==> config.mk <==
export PLATFORM = sky130hd
export DESIGN_NAME = vrts_top
export DESIGN_NICKNAME = d
export VERILOG_FILES = /design/src/shared/vrts_pkg.sv /design/src/rtl/vrts_top.sv
export SDC_FILE = /design/constraint.sdc
export NUM_CORES = 2
export LEC_CHECK = 0
export BUFFER_PORTS_ARGS = -buffer_cell sky130_fd_sc_hd__buf_4
export CAP_MARGIN = 10
export CORE_ASPECT_RATIO = 0.6
export CORE_UTILIZATION = 45
export CTS_CLUSTER_DIAMETER = 80
export DETAILED_ROUTE_END_ITERATION = 7
export PLACE_DENSITY = 0.64
export SYNTH_ARGS = -nofsm -noshare
export SYNTH_HDL_FRONTEND = slang
export SYNTH_SLANG_ARGS = --single-unit
==> constraint.sdc <==
create_clock -name clk -period 26.2 [get_ports clk]
set_input_delay 1.31 -clock clk [delete_from_list [all_inputs] [get_ports clk]]
set_output_delay 1.31 -clock clk [all_outputs]
set_load 0.01 [all_outputs]
==> src/shared/vrts_pkg.sv <==
// Purpose: Constants shared by the voltage ride-through supervisor
// Assumes: Voltages are unsigned magnitudes in a common scale
// Notes:   Ratios are in per-mille
`default_nettype none
package vrts_pkg;
	localparam int VW = 16;
	localparam int CW = 24;
	localparam int PMW = 11;
	localparam logic [PMW-1:0] PERMILLE = 11'h3E8;
	localparam logic [PMW-1:0] RECOVER_FALLBACK = 11'h406;
	localparam logic [PMW-1:0] OV_RATIO_RST = 11'h3CA;
	localparam logic [PMW-1:0] UV_RATIO_RST = 11'h406;
	// One over root three as 0.16 fraction
	localparam logic [16:0] INV_SQRT3_Q16 = 17'h093CD;
	localparam int Q16_SHIFT = 16;
	localparam int REG_W = 32;
	localparam logic [7:0] REG_CTRL = 8'h00;
	localparam logic [7:0] REG_OV_THR = 8'h04;
	localparam logic [7:0] REG_UV_THR = 8'h08;
	localparam logic [7:0] REG_RATIO = 8'h0C;
	localparam logic [7:0] REG_DELAY = 8'h10;
	localparam logic [7:0] REG_RT_LVL = 8'h14;
	localparam logic [7:0] REG_RT_CFG = 8'h18;
	localparam logic [7:0] REG_STATUS = 8'h1C;
	localparam logic [7:0] REG_IRQ_ST = 8'h20;
	localparam logic [7:0] REG_IRQ_MASK = 8'h24;
	localparam logic [7:0] REG_NOMINAL = 8'h28;
	localparam logic [1:0] VOTE_ANY = 2'h0;
	localparam logic [1:0] VOTE_TWO = 2'h1;
	localparam logic [1:0] VOTE_ALL = 2'h2;
	// Control register fields
	localparam int C_OV_EN = 0;
	localparam int C_UV_EN = 1;
	localparam int C_HV_PLAN = 2;
	localparam int C_HV_FN = 3;
	localparam int C_RMS = 4;
	localparam int C_CONN_PP = 5;
	localparam int C_MODE_PP = 6;
	localparam int C_RT_EN = 7;
	localparam int C_RT_AR = 8;
	localparam int C_VOTE_LO = 9;
	localparam int IRQ_BITS = 4;
	localparam int I_OV = 0;
	localparam int I_UV = 1;
	localparam int I_HV = 2;
	localparam int I_RT = 3;
endpackage
`default_nettype wire

==> src/rtl/vrts_top.sv <==
// Purpose: Over/under voltage, high and low voltage ride-through supervision
// Assumes: Front end gives per-channel magnitudes with a same-clock update strobe
// Notes:   Profile borderline is a single level input; profile points left out
//
// Implementation choices: the address map and the Wishbone slave port.
`default_nettype none
// Functional notes
// - Pickup by one, two or three phase vote
// - Dropout uses configurable ratio setting
// - Overvoltage releases at ratio, e.g. 97%
// - Undervoltage releases at ratio, e.g. 103%
// - Crossing starts delay; expiry drives trip
// - Phase-to-ground: flags map phases one-three
// - Phase-to-phase: flags map 12, 23, 31
// - High ride-through idle unless planned overvoltage
// - Planned element evaluates only when enabled
// - Fundamental or RMS basis per setting
// - Nominal is rating/root3 or rating by mode
// - Phase-to-phase inputs force phase-to-phase mode
// - Ride-through starts below dip start level
// - Ride-through ends above recovery level
// - Trip only below borderline unless reclose-aware, else ride through
// - Reclose-aware: trip below profile or reclose failures
// - Dip count at limit trips immediately
// - Bad recovery level becomes 103% start
module vrts_top #(
	parameter int VW = vrts_pkg::VW,
	parameter int CW = vrts_pkg::CW
) (
	input  wire logic          clk,
	input  wire logic          reset_n,
	input  wire logic          sample_sync_reset,
	input  wire logic          sample_strobe,
	input  wire logic [3*VW-1:0] fund_mag,
	input  wire logic [3*VW-1:0] rms_mag,
	input  wire logic [VW-1:0] profile_level,
	input  wire logic          reclose_failed,
	input  wire logic [31:0]   wb_adr_i,
	input  wire logic [31:0]   wb_dat_i,
	input  wire logic [3:0]    wb_sel_i,
	input  wire logic          wb_we_i,
	input  wire logic          wb_cyc_i,
	input  wire logic          wb_stb_i,
	output logic      [31:0]   wb_dat_o,
	output logic               wb_ack_o,
	output logic      [2:0]    phase_pickup_flag,
	output logic      [2:0]    phase_trip_flag,
	output logic               ov_trip,
	output logic               uv_trip,
	output logic               hv_trip,
	output logic               rt_trip,
	output logic               irq
);
	// ----------------------------------------------------------------
	// Register file
	// ----------------------------------------------------------------
	logic [31:0]       ctrl;
	logic [VW-1:0]     ov_thr;
	logic [VW-1:0]     uv_thr;
	logic [vrts_pkg::PMW-1:0] ov_ratio;
	logic [vrts_pkg::PMW-1:0] uv_ratio;
	logic [CW-1:0]     delay_cnt_set;
	logic [VW-1:0]     start_lvl;
	logic [VW-1:0]     recover_lvl;
	logic [7:0]        dip_limit;
	logic [vrts_pkg::IRQ_BITS-1:0] irq_st;
	logic [vrts_pkg::IRQ_BITS-1:0] irq_mask;
	logic [VW-1:0]     rating;
	logic              bus_req;
	logic              rd_status_clr;
	logic [7:0]        adr;
	logic [31:0]       rd_mux;

	assign bus_req = wb_cyc_i && wb_stb_i && !wb_ack_o;
	assign adr = wb_adr_i[7:0];
	assign rd_status_clr = bus_req && !wb_we_i && adr == vrts_pkg::REG_IRQ_ST;

	always_ff @(posedge clk or negedge reset_n)
	begin
		if (!reset_n)
		begin
			ctrl <= 32'h0;
			ov_thr <= '1;
			uv_thr <= '0;
			ov_ratio <= vrts_pkg::OV_RATIO_RST;
			uv_ratio <= vrts_pkg::UV_RATIO_RST;
			delay_cnt_set <= '0;
			start_lvl <= '0;
			recover_lvl <= '0;
			dip_limit <= 8'h0;
			irq_mask <= '0;
			rating <= '0;
		end
		else if (bus_req && wb_we_i && wb_sel_i == 4'hF)
		begin
			unique case (adr)
				vrts_pkg::REG_CTRL: ctrl <= wb_dat_i;
				vrts_pkg::REG_OV_THR: ov_thr <= wb_dat_i[VW-1:0];
				vrts_pkg::REG_UV_THR: uv_thr <= wb_dat_i[VW-1:0];
				vrts_pkg::REG_RATIO:
				begin
					ov_ratio <= wb_dat_i[10:0];
					uv_ratio <= wb_dat_i[26:16];
				end
				vrts_pkg::REG_DELAY: delay_cnt_set <= wb_dat_i[CW-1:0];
				vrts_pkg::REG_RT_LVL:
				begin
					start_lvl <= wb_dat_i[VW-1:0];
					recover_lvl <= wb_dat_i[31:16];
				end
				vrts_pkg::REG_RT_CFG: dip_limit <= wb_dat_i[7:0];
				vrts_pkg::REG_IRQ_MASK: irq_mask <= wb_dat_i[vrts_pkg::IRQ_BITS-1:0];
				vrts_pkg::REG_NOMINAL: rating <= wb_dat_i[VW-1:0];
				default: ;
			endcase
		end
	end

	// ----------------------------------------------------------------
	// Measurement basis and nominal reference
	// ----------------------------------------------------------------
	logic [3*VW-1:0] mag;
	logic            pp_mode;
	logic [VW+16:0]  scaled;
	logic [VW-1:0]   nominal;

	assign mag = ctrl[vrts_pkg::C_RMS] ? rms_mag : fund_mag;
	assign pp_mode = ctrl[vrts_pkg::C_CONN_PP] | ctrl[vrts_pkg::C_MODE_PP];
	assign scaled = rating * vrts_pkg::INV_SQRT3_Q16;
	assign nominal = pp_mode ? rating : scaled[VW+15:16];

	// ----------------------------------------------------------------
	// Comparators with ratio dropout
	// ----------------------------------------------------------------
	logic [VW+10:0] ov_drop_x;
	logic [VW+10:0] uv_drop_x;
	logic [2:0]     ov_raw;
	logic [2:0]     uv_raw;
	logic [2:0]     ov_ph;
	logic [2:0]     uv_ph;
	logic [1:0]     vote;

	assign vote = ctrl[vrts_pkg::C_VOTE_LO+1:vrts_pkg::C_VOTE_LO];
	assign ov_drop_x = ov_thr * ov_ratio;
	assign uv_drop_x = uv_thr * uv_ratio;

	function automatic logic vote_ok(input logic [2:0] v, input logic [1:0] m);
		logic [1:0] n;
		n = 2'(v[0]) + 2'(v[1]) + 2'(v[2]);
		unique case (m)
			vrts_pkg::VOTE_TWO: vote_ok = n >= 2'h2;
			vrts_pkg::VOTE_ALL: vote_ok = n == 2'h3;
			default: vote_ok = n != 2'h0;
		endcase
	endfunction

	// Hysteresis per phase; channel order already matches flags in both connection types
	generate
		for (genvar p = 0; p < 3; p++)
		begin : g_ph
			logic [VW-1:0]  v;
			logic [VW+10:0] vx;
			assign v = mag[p*VW +: VW];
			assign vx = v * vrts_pkg::PERMILLE;
			assign ov_raw[p] = ov_ph[p] ? (vx > ov_drop_x) : (v >= ov_thr);
			assign uv_raw[p] = uv_ph[p] ? (vx < uv_drop_x) : (v <= uv_thr);
		end
	endgenerate

	// ----------------------------------------------------------------
	// Pickup and trip delays
	// ----------------------------------------------------------------
	logic          ov_act;
	logic          uv_act;
	logic          hv_act;
	logic [CW-1:0] ov_t;
	logic [CW-1:0] uv_t;
	logic [CW-1:0] hv_t;
	logic          ov_pu;
	logic          uv_pu;
	logic          hv_pu;

	assign ov_act = ctrl[vrts_pkg::C_OV_EN];
	assign uv_act = ctrl[vrts_pkg::C_UV_EN];
	assign hv_act = ctrl[vrts_pkg::C_HV_PLAN] && ctrl[vrts_pkg::C_HV_FN];
	assign ov_pu = vote_ok(ov_ph, vote);
	assign uv_pu = vote_ok(uv_ph, vote);
	assign hv_pu = hv_act && ov_pu;

	always_ff @(posedge clk or negedge reset_n)
	begin
		if (!reset_n)
		begin
			ov_ph <= '0;
			uv_ph <= '0;
		end
		else if (sample_sync_reset)
		begin
			ov_ph <= '0;
			uv_ph <= '0;
		end
		else if (sample_strobe)
		begin
			ov_ph <= (ov_act || hv_act) ? ov_raw : 3'h0;
			uv_ph <= uv_act ? uv_raw : 3'h0;
		end
	end

	function automatic logic [CW-1:0] step(input logic pu, input logic [CW-1:0] t, input logic [CW-1:0] lim);
		step = !pu ? '0 : (t < lim) ? t + 1'b1 : t;
	endfunction

	always_ff @(posedge clk or negedge reset_n)
	begin
		if (!reset_n)
		begin
			ov_t <= '0;
			uv_t <= '0;
			hv_t <= '0;
			ov_trip <= 1'b0;
			uv_trip <= 1'b0;
			hv_trip <= 1'b0;
		end
		else if (sample_sync_reset)
		begin
			ov_t <= '0;
			uv_t <= '0;
			hv_t <= '0;
			ov_trip <= 1'b0;
			uv_trip <= 1'b0;
			hv_trip <= 1'b0;
		end
		else if (sample_strobe)
		begin
			ov_t <= step(ov_pu && ov_act, ov_t, delay_cnt_set);
			uv_t <= step(uv_pu && uv_act, uv_t, delay_cnt_set);
			hv_t <= step(hv_pu, hv_t, delay_cnt_set);
			ov_trip <= ov_pu && ov_act && ov_t >= delay_cnt_set;
			uv_trip <= uv_pu && uv_act && uv_t >= delay_cnt_set;
			hv_trip <= hv_pu && hv_t >= delay_cnt_set;
		end
	end

	always_ff @(posedge clk or negedge reset_n)
	begin
		if (!reset_n)
		begin
			phase_pickup_flag <= '0;
			phase_trip_flag <= '0;
		end
		else
		begin
			// Flag n follows channel n: phase n or line pair n,n+1
			phase_pickup_flag <= ov_ph | uv_ph;
			phase_trip_flag <= (ov_trip || hv_trip ? ov_ph : 3'h0) | (uv_trip ? uv_ph : 3'h0);
		end
	end

	// ----------------------------------------------------------------
	// Low voltage ride-through
	// ----------------------------------------------------------------
	typedef enum logic [1:0] { VRTS_STANDBY = 2'b01, VRTS_SUPERVISE = 2'b10 } vrts_rt_t;
	vrts_rt_t        rt_state;
	logic [VW-1:0]   vmin;
	logic [VW+10:0]  rec_fb;
	logic [VW-1:0]   rec_eff;
	logic [7:0]      dips;

	assign vmin = (mag[VW-1:0] < mag[2*VW-1:VW]) ?
		((mag[VW-1:0] < mag[3*VW-1:2*VW]) ? mag[VW-1:0] : mag[3*VW-1:2*VW]) :
		((mag[2*VW-1:VW] < mag[3*VW-1:2*VW]) ? mag[2*VW-1:VW] : mag[3*VW-1:2*VW]);
	assign rec_fb = (start_lvl * vrts_pkg::RECOVER_FALLBACK) / vrts_pkg::PERMILLE;
	// Fallback wraps by width truncation; keep start below full scale / 1.03
	assign rec_eff = (recover_lvl > start_lvl) ? recover_lvl : rec_fb[VW-1:0];

	always_ff @(posedge clk or negedge reset_n)
	begin
		if (!reset_n)
		begin
			rt_state <= VRTS_STANDBY;
			dips <= 8'h0;
			rt_trip <= 1'b0;
		end
		else if (sample_sync_reset || !ctrl[vrts_pkg::C_RT_EN])
		begin
			rt_state <= VRTS_STANDBY;
			dips <= 8'h0;
			rt_trip <= 1'b0;
		end
		else if (sample_strobe)
		begin
			unique case (rt_state)
				VRTS_STANDBY:
				begin
					rt_trip <= 1'b0;
					if (vmin < start_lvl)
					begin
						rt_state <= VRTS_SUPERVISE;
						if (ctrl[vrts_pkg::C_RT_AR])
							dips <= dips + 8'h1;
					end
				end
				VRTS_SUPERVISE:
				begin
					if (vmin > rec_eff)
						rt_state <= VRTS_STANDBY;
					if (vmin < profile_level)
						rt_trip <= 1'b1;
					else if (ctrl[vrts_pkg::C_RT_AR] && (reclose_failed || (dip_limit != 8'h0 && dips >= dip_limit)))
						rt_trip <= 1'b1;
				end
			endcase
		end
	end

	// ----------------------------------------------------------------
	// Interrupts and read port
	// ----------------------------------------------------------------
	logic [vrts_pkg::IRQ_BITS-1:0] ev;
	assign ev = {rt_trip, hv_trip, uv_trip, ov_trip};

	always_ff @(posedge clk or negedge reset_n)
	begin
		if (!reset_n)
		begin
			irq_st <= '0;
			irq <= 1'b0;
		end
		else
		begin
			// Set wins over a same-cycle read clear so no event is lost
			irq_st <= (rd_status_clr ? '0 : irq_st) | ev;
			irq <= |(irq_st & irq_mask);
		end
	end

	always_comb
	begin
		unique case (adr)
			vrts_pkg::REG_CTRL: rd_mux = ctrl;
			vrts_pkg::REG_OV_THR: rd_mux = 32'(ov_thr);
			vrts_pkg::REG_UV_THR: rd_mux = 32'(uv_thr);
			vrts_pkg::REG_RATIO: rd_mux = {5'h0, uv_ratio, 5'h0, ov_ratio};
			vrts_pkg::REG_DELAY: rd_mux = 32'(delay_cnt_set);
			vrts_pkg::REG_RT_LVL: rd_mux = {recover_lvl, start_lvl};
			vrts_pkg::REG_RT_CFG: rd_mux = {16'h0, dips, dip_limit};
			vrts_pkg::REG_STATUS: rd_mux = {20'h0, rt_state == VRTS_SUPERVISE, rt_trip, hv_trip, uv_trip,
				ov_trip, ov_ph, uv_ph, 1'b0};
			vrts_pkg::REG_IRQ_ST: rd_mux = 32'(irq_st);
			vrts_pkg::REG_IRQ_MASK: rd_mux = 32'(irq_mask);
			vrts_pkg::REG_NOMINAL: rd_mux = {nominal, rating};
			default: rd_mux = 32'h0;
		endcase
	end

	always_ff @(posedge clk or negedge reset_n)
	begin
		if (!reset_n)
		begin
			wb_ack_o <= 1'b0;
			wb_dat_o <= 32'h0;
		end
		else
		begin
			wb_ack_o <= bus_req;
			wb_dat_o <= bus_req ? rd_mux : 32'h0;
		end
	end
endmodule
`default_nettype wire

==> run_results.csv <==
group,metric,value,unit
run_status,status,"finished with violations",
run_status,violations,"design-rule violations",
synth,yosys-top-cells-area,"ha_1, fa_1, dfrtp_1, inv_1, mux2_2",
global_routing,grt_overflow,0,
floorplanning,ios,232,
placement,gp_congestion,1.019,
timing,post-route-period-util,0.9539,
route,via_per_inst,6.115,
floorplanning,rows,101,
finish,stdcell_area,0.06344,mm^2
timing,clock_skew,0.03073,ns
placement,place_area,0.06195,mm^2
finish,fin_nets,8297,
hold_path,hold_end,"rt_state[0]",
floorplanning,core_region_area,0.1275,mm^2
power,p_int,1.649,mW
synth,synthDistinctLibCells,147,
synth,synthArstFlopShare,1.000,
setup_path,crit_top_cell,"a21oi_1",
global_routing,grt_max_degree,181,
hold_path,min_path_type,"flip-flop to flip-flop",
power,peakVddDrop,64.01,uV
cts,clk_pin_slew_worst_paths,0.06,ns
hold_path,min_from,"rt_state[0]",
synth,yosys-top-cells-count,"ha_1, inv_1, nand2_1",
route,wire_per_inst,24.17,um
timing,timing.final.crit_period,24.99,ns
setup_path,critPathMaxStageDelay,0.65,ns
setup_path,r2r_start,"start_lvl[11]",
timing,relSlewSlack,0.1393,
synth,syn_area_per_cell,8.889,um^2
global_routing,grt_antenna_before_repair,8,
route,drc,19,
setup_path,critPathRequiredTime,26.67,ns
cts,h-tree-depth,2,
synth,synthCells,6560,
synth,netlist.top_cell.by_area,"ha_1",
cts,cts.root.buffer_cell,"clkbuf_16",
global_routing,first_global_vias,49472,
timing,hold_viol,0,
route,vias,51562,
power,totalPowerFinal,3.206,mW
setup_path,start_kind,"flip-flop",
setup_path,critPathKind,"flip-flop to flip-flop",
setup_path,crit_path_top_delay_cell,"a2111oi_1",
timing,timing.final.ws_setup,1.208,ns
cts,hold_buffers,0,
synth,synth_fp_nets,8151,
placement,dpl.hpwl,167800,um
global_routing,gr-usage-all-layers,0.3086,
floorplanning,die_x,466.7,um
setup_path,r2r_cells,85,
floorplanning,die_h,280.8,um
synth,ys_ff_latch,306,
synth,seq_area_frac_synth,0.1319,
timing,slew_violations,0,
placement,pre_cts_ws,0.5348,ns
route,first_pass_iters,8,
power,netSwitchingFraction,0.4856,
route,finalWirelength,203800,um
finish,area_growth,8.786,%
finish,drive_above_1_share,0.1193,
cts,numCtsBuffers,37,
cts,cts.sinks,306,
setup_path,crit_fanout,20,
power,switchingPower,1.557,mW
setup_path,reg2reg_slack,1.21,ns
timing,fmax,40.01,MHz
hold_path,holdPathStages,2,
timing,worst_pin_slew,1.282,ns
timing,finalSetupViolCount,0,
power,power_density,50.53,mW/mm^2
synth,synth_top_area_frac,0.1925,
synth,synth_enable_flop_cells,0,
synth,synth_ff_type,"dfrtp_1",
global_routing,grt_pass1_wl,310000,um
timing,holdWs,0.4937,ns
power,power_leakage,30.25,nW
floorplanning,dieArea,0.1311,mm^2
placement,dp.cells,8357,
synth,yosys_warnings,0,
power,power_frac_comb,0.691,
cts,tritoncts,"yes",
finish,finalNonFillerCells,8432,
power,pwr-share-seq,0.148,
placement,port_buffers,207,
route,drt_iter0_drc,5827,
cts,clk_latency,0.57,ns
route,ant_nets,0,
setup_path,endpoint_kind,"flip-flop",
synth,yosys.cell_count.top_type,"ha_1",
floorplanning,start_util,0.4573,
power,clkPwrFrac,0.161,
setup_path,r2r_end,"rt_state[1]",
finish,fin_util,0.4975,
setup_path,worstPathArrival,25.46,ns
cts,clockBufferDepth,3,
run,maxCapViolations,0,
synth,synthesis.area,0.05831,mm^2
timing,tns,0,ns
## metal layers
layer,track usage,vias to the layer above,share of wire
met2,0.4031,2548,0.37
met3,0.09804,216,0.13
met1,0.4836,25330,0.48
li1,-,23466,-
met4,0.05492,2,0.019
met5,0,-,0.000034
## worst max-delay path by stage
stage	from	to	slack, ns	cells past startpoint
after detailed placement	start_lvl[11]	rt_state[1]	0.53	80
after global placement	start_lvl[13]	rt_state[1]	1.07	78
final	start_lvl[11]	rt_state[1]	1.21	85
after global routing	start_lvl[11]	rt_state[1]	-0.05	85
after floorplan	start_lvl[11]	rt_state[1]	5.66	84
after CTS	start_lvl[11]	rt_state[1]	0.34	80
## power by group through the flow
stage / sequential (mW) / combinational, mW / clock (mW)
6_report: 0.475 / 2.21 / 0.517
5_1_grt: 0.475 / 2.46 / 0.540
4_1_cts: 0.475 / 2.13 / 0.519
3_5_place_dp: 0.483 / 2.12 / 0
3_3_place_gp: 0.483 / 2.07 / 0
2_1_floorplan: 0.483 / 1.46 / 0
## state kept, by name, indices dropped and copies added (netlist names), 16 cells and up
name           flops
start_lvl         16
wb_dat_o          32
uv_thr            16
ov_t              24
recover_lvl       16
uv_t              24
rating            16
delay_cnt_set     24
ctrl              32
ov_thr            16
hv_t              24
## cell usage in the layout (no fill, tap or decap), types with 171 or more instances in the layout
cell type  count
ha_1         897
inv_1        691
nand2_1      554
fa_1         506
a21oi_1      401
buf_4        327
nor2_1       296
o21ai_0      288
dfrtp_1      279
mux2_2       204
xnor2_1      187
and2_1       171
## what timing repair did
item | CTS | global route
setup endpoints to repair | 0 | 2
buffers inserted | 0 | 6
gates resized for setup | 0 | 40
## cell type report
cell class,count,area [um^2]
inverters,692,2597
diodes,1,2.502
clock inverters,13,136.4
fillers,12008,64070
repair buffers,332,2531
well taps,1699,2126
clock buffers,52,1052
flip-flops and latches,306,7691
multi-input cells,5337,47300
## worst max-delay path: cells and delay by family (launching register included)
kind            cells  cell delay [ns]
compound gates     39            11.36
simple gates       26             7.63
fa+ha+maj           5             1.74
mux                 5             1.63
buf+inv             7             1.29
xor+xnor            3             0.62
flops               1             0.56
## cell families after synthesis
logic type	after synthesis	synth area share
AO/OA/AOI/OAI	1483	0.1749
XOR/XNOR	305	0.04718
adder cells (fa/ha/maj)	1403	0.3662
buffers and inverters	917	0.06111
flip-flops	306	0.1319
multiplexers	294	0.05488
AND/OR/NAND/NOR	1852	0.1639
(Power assumes the default switching activity.)
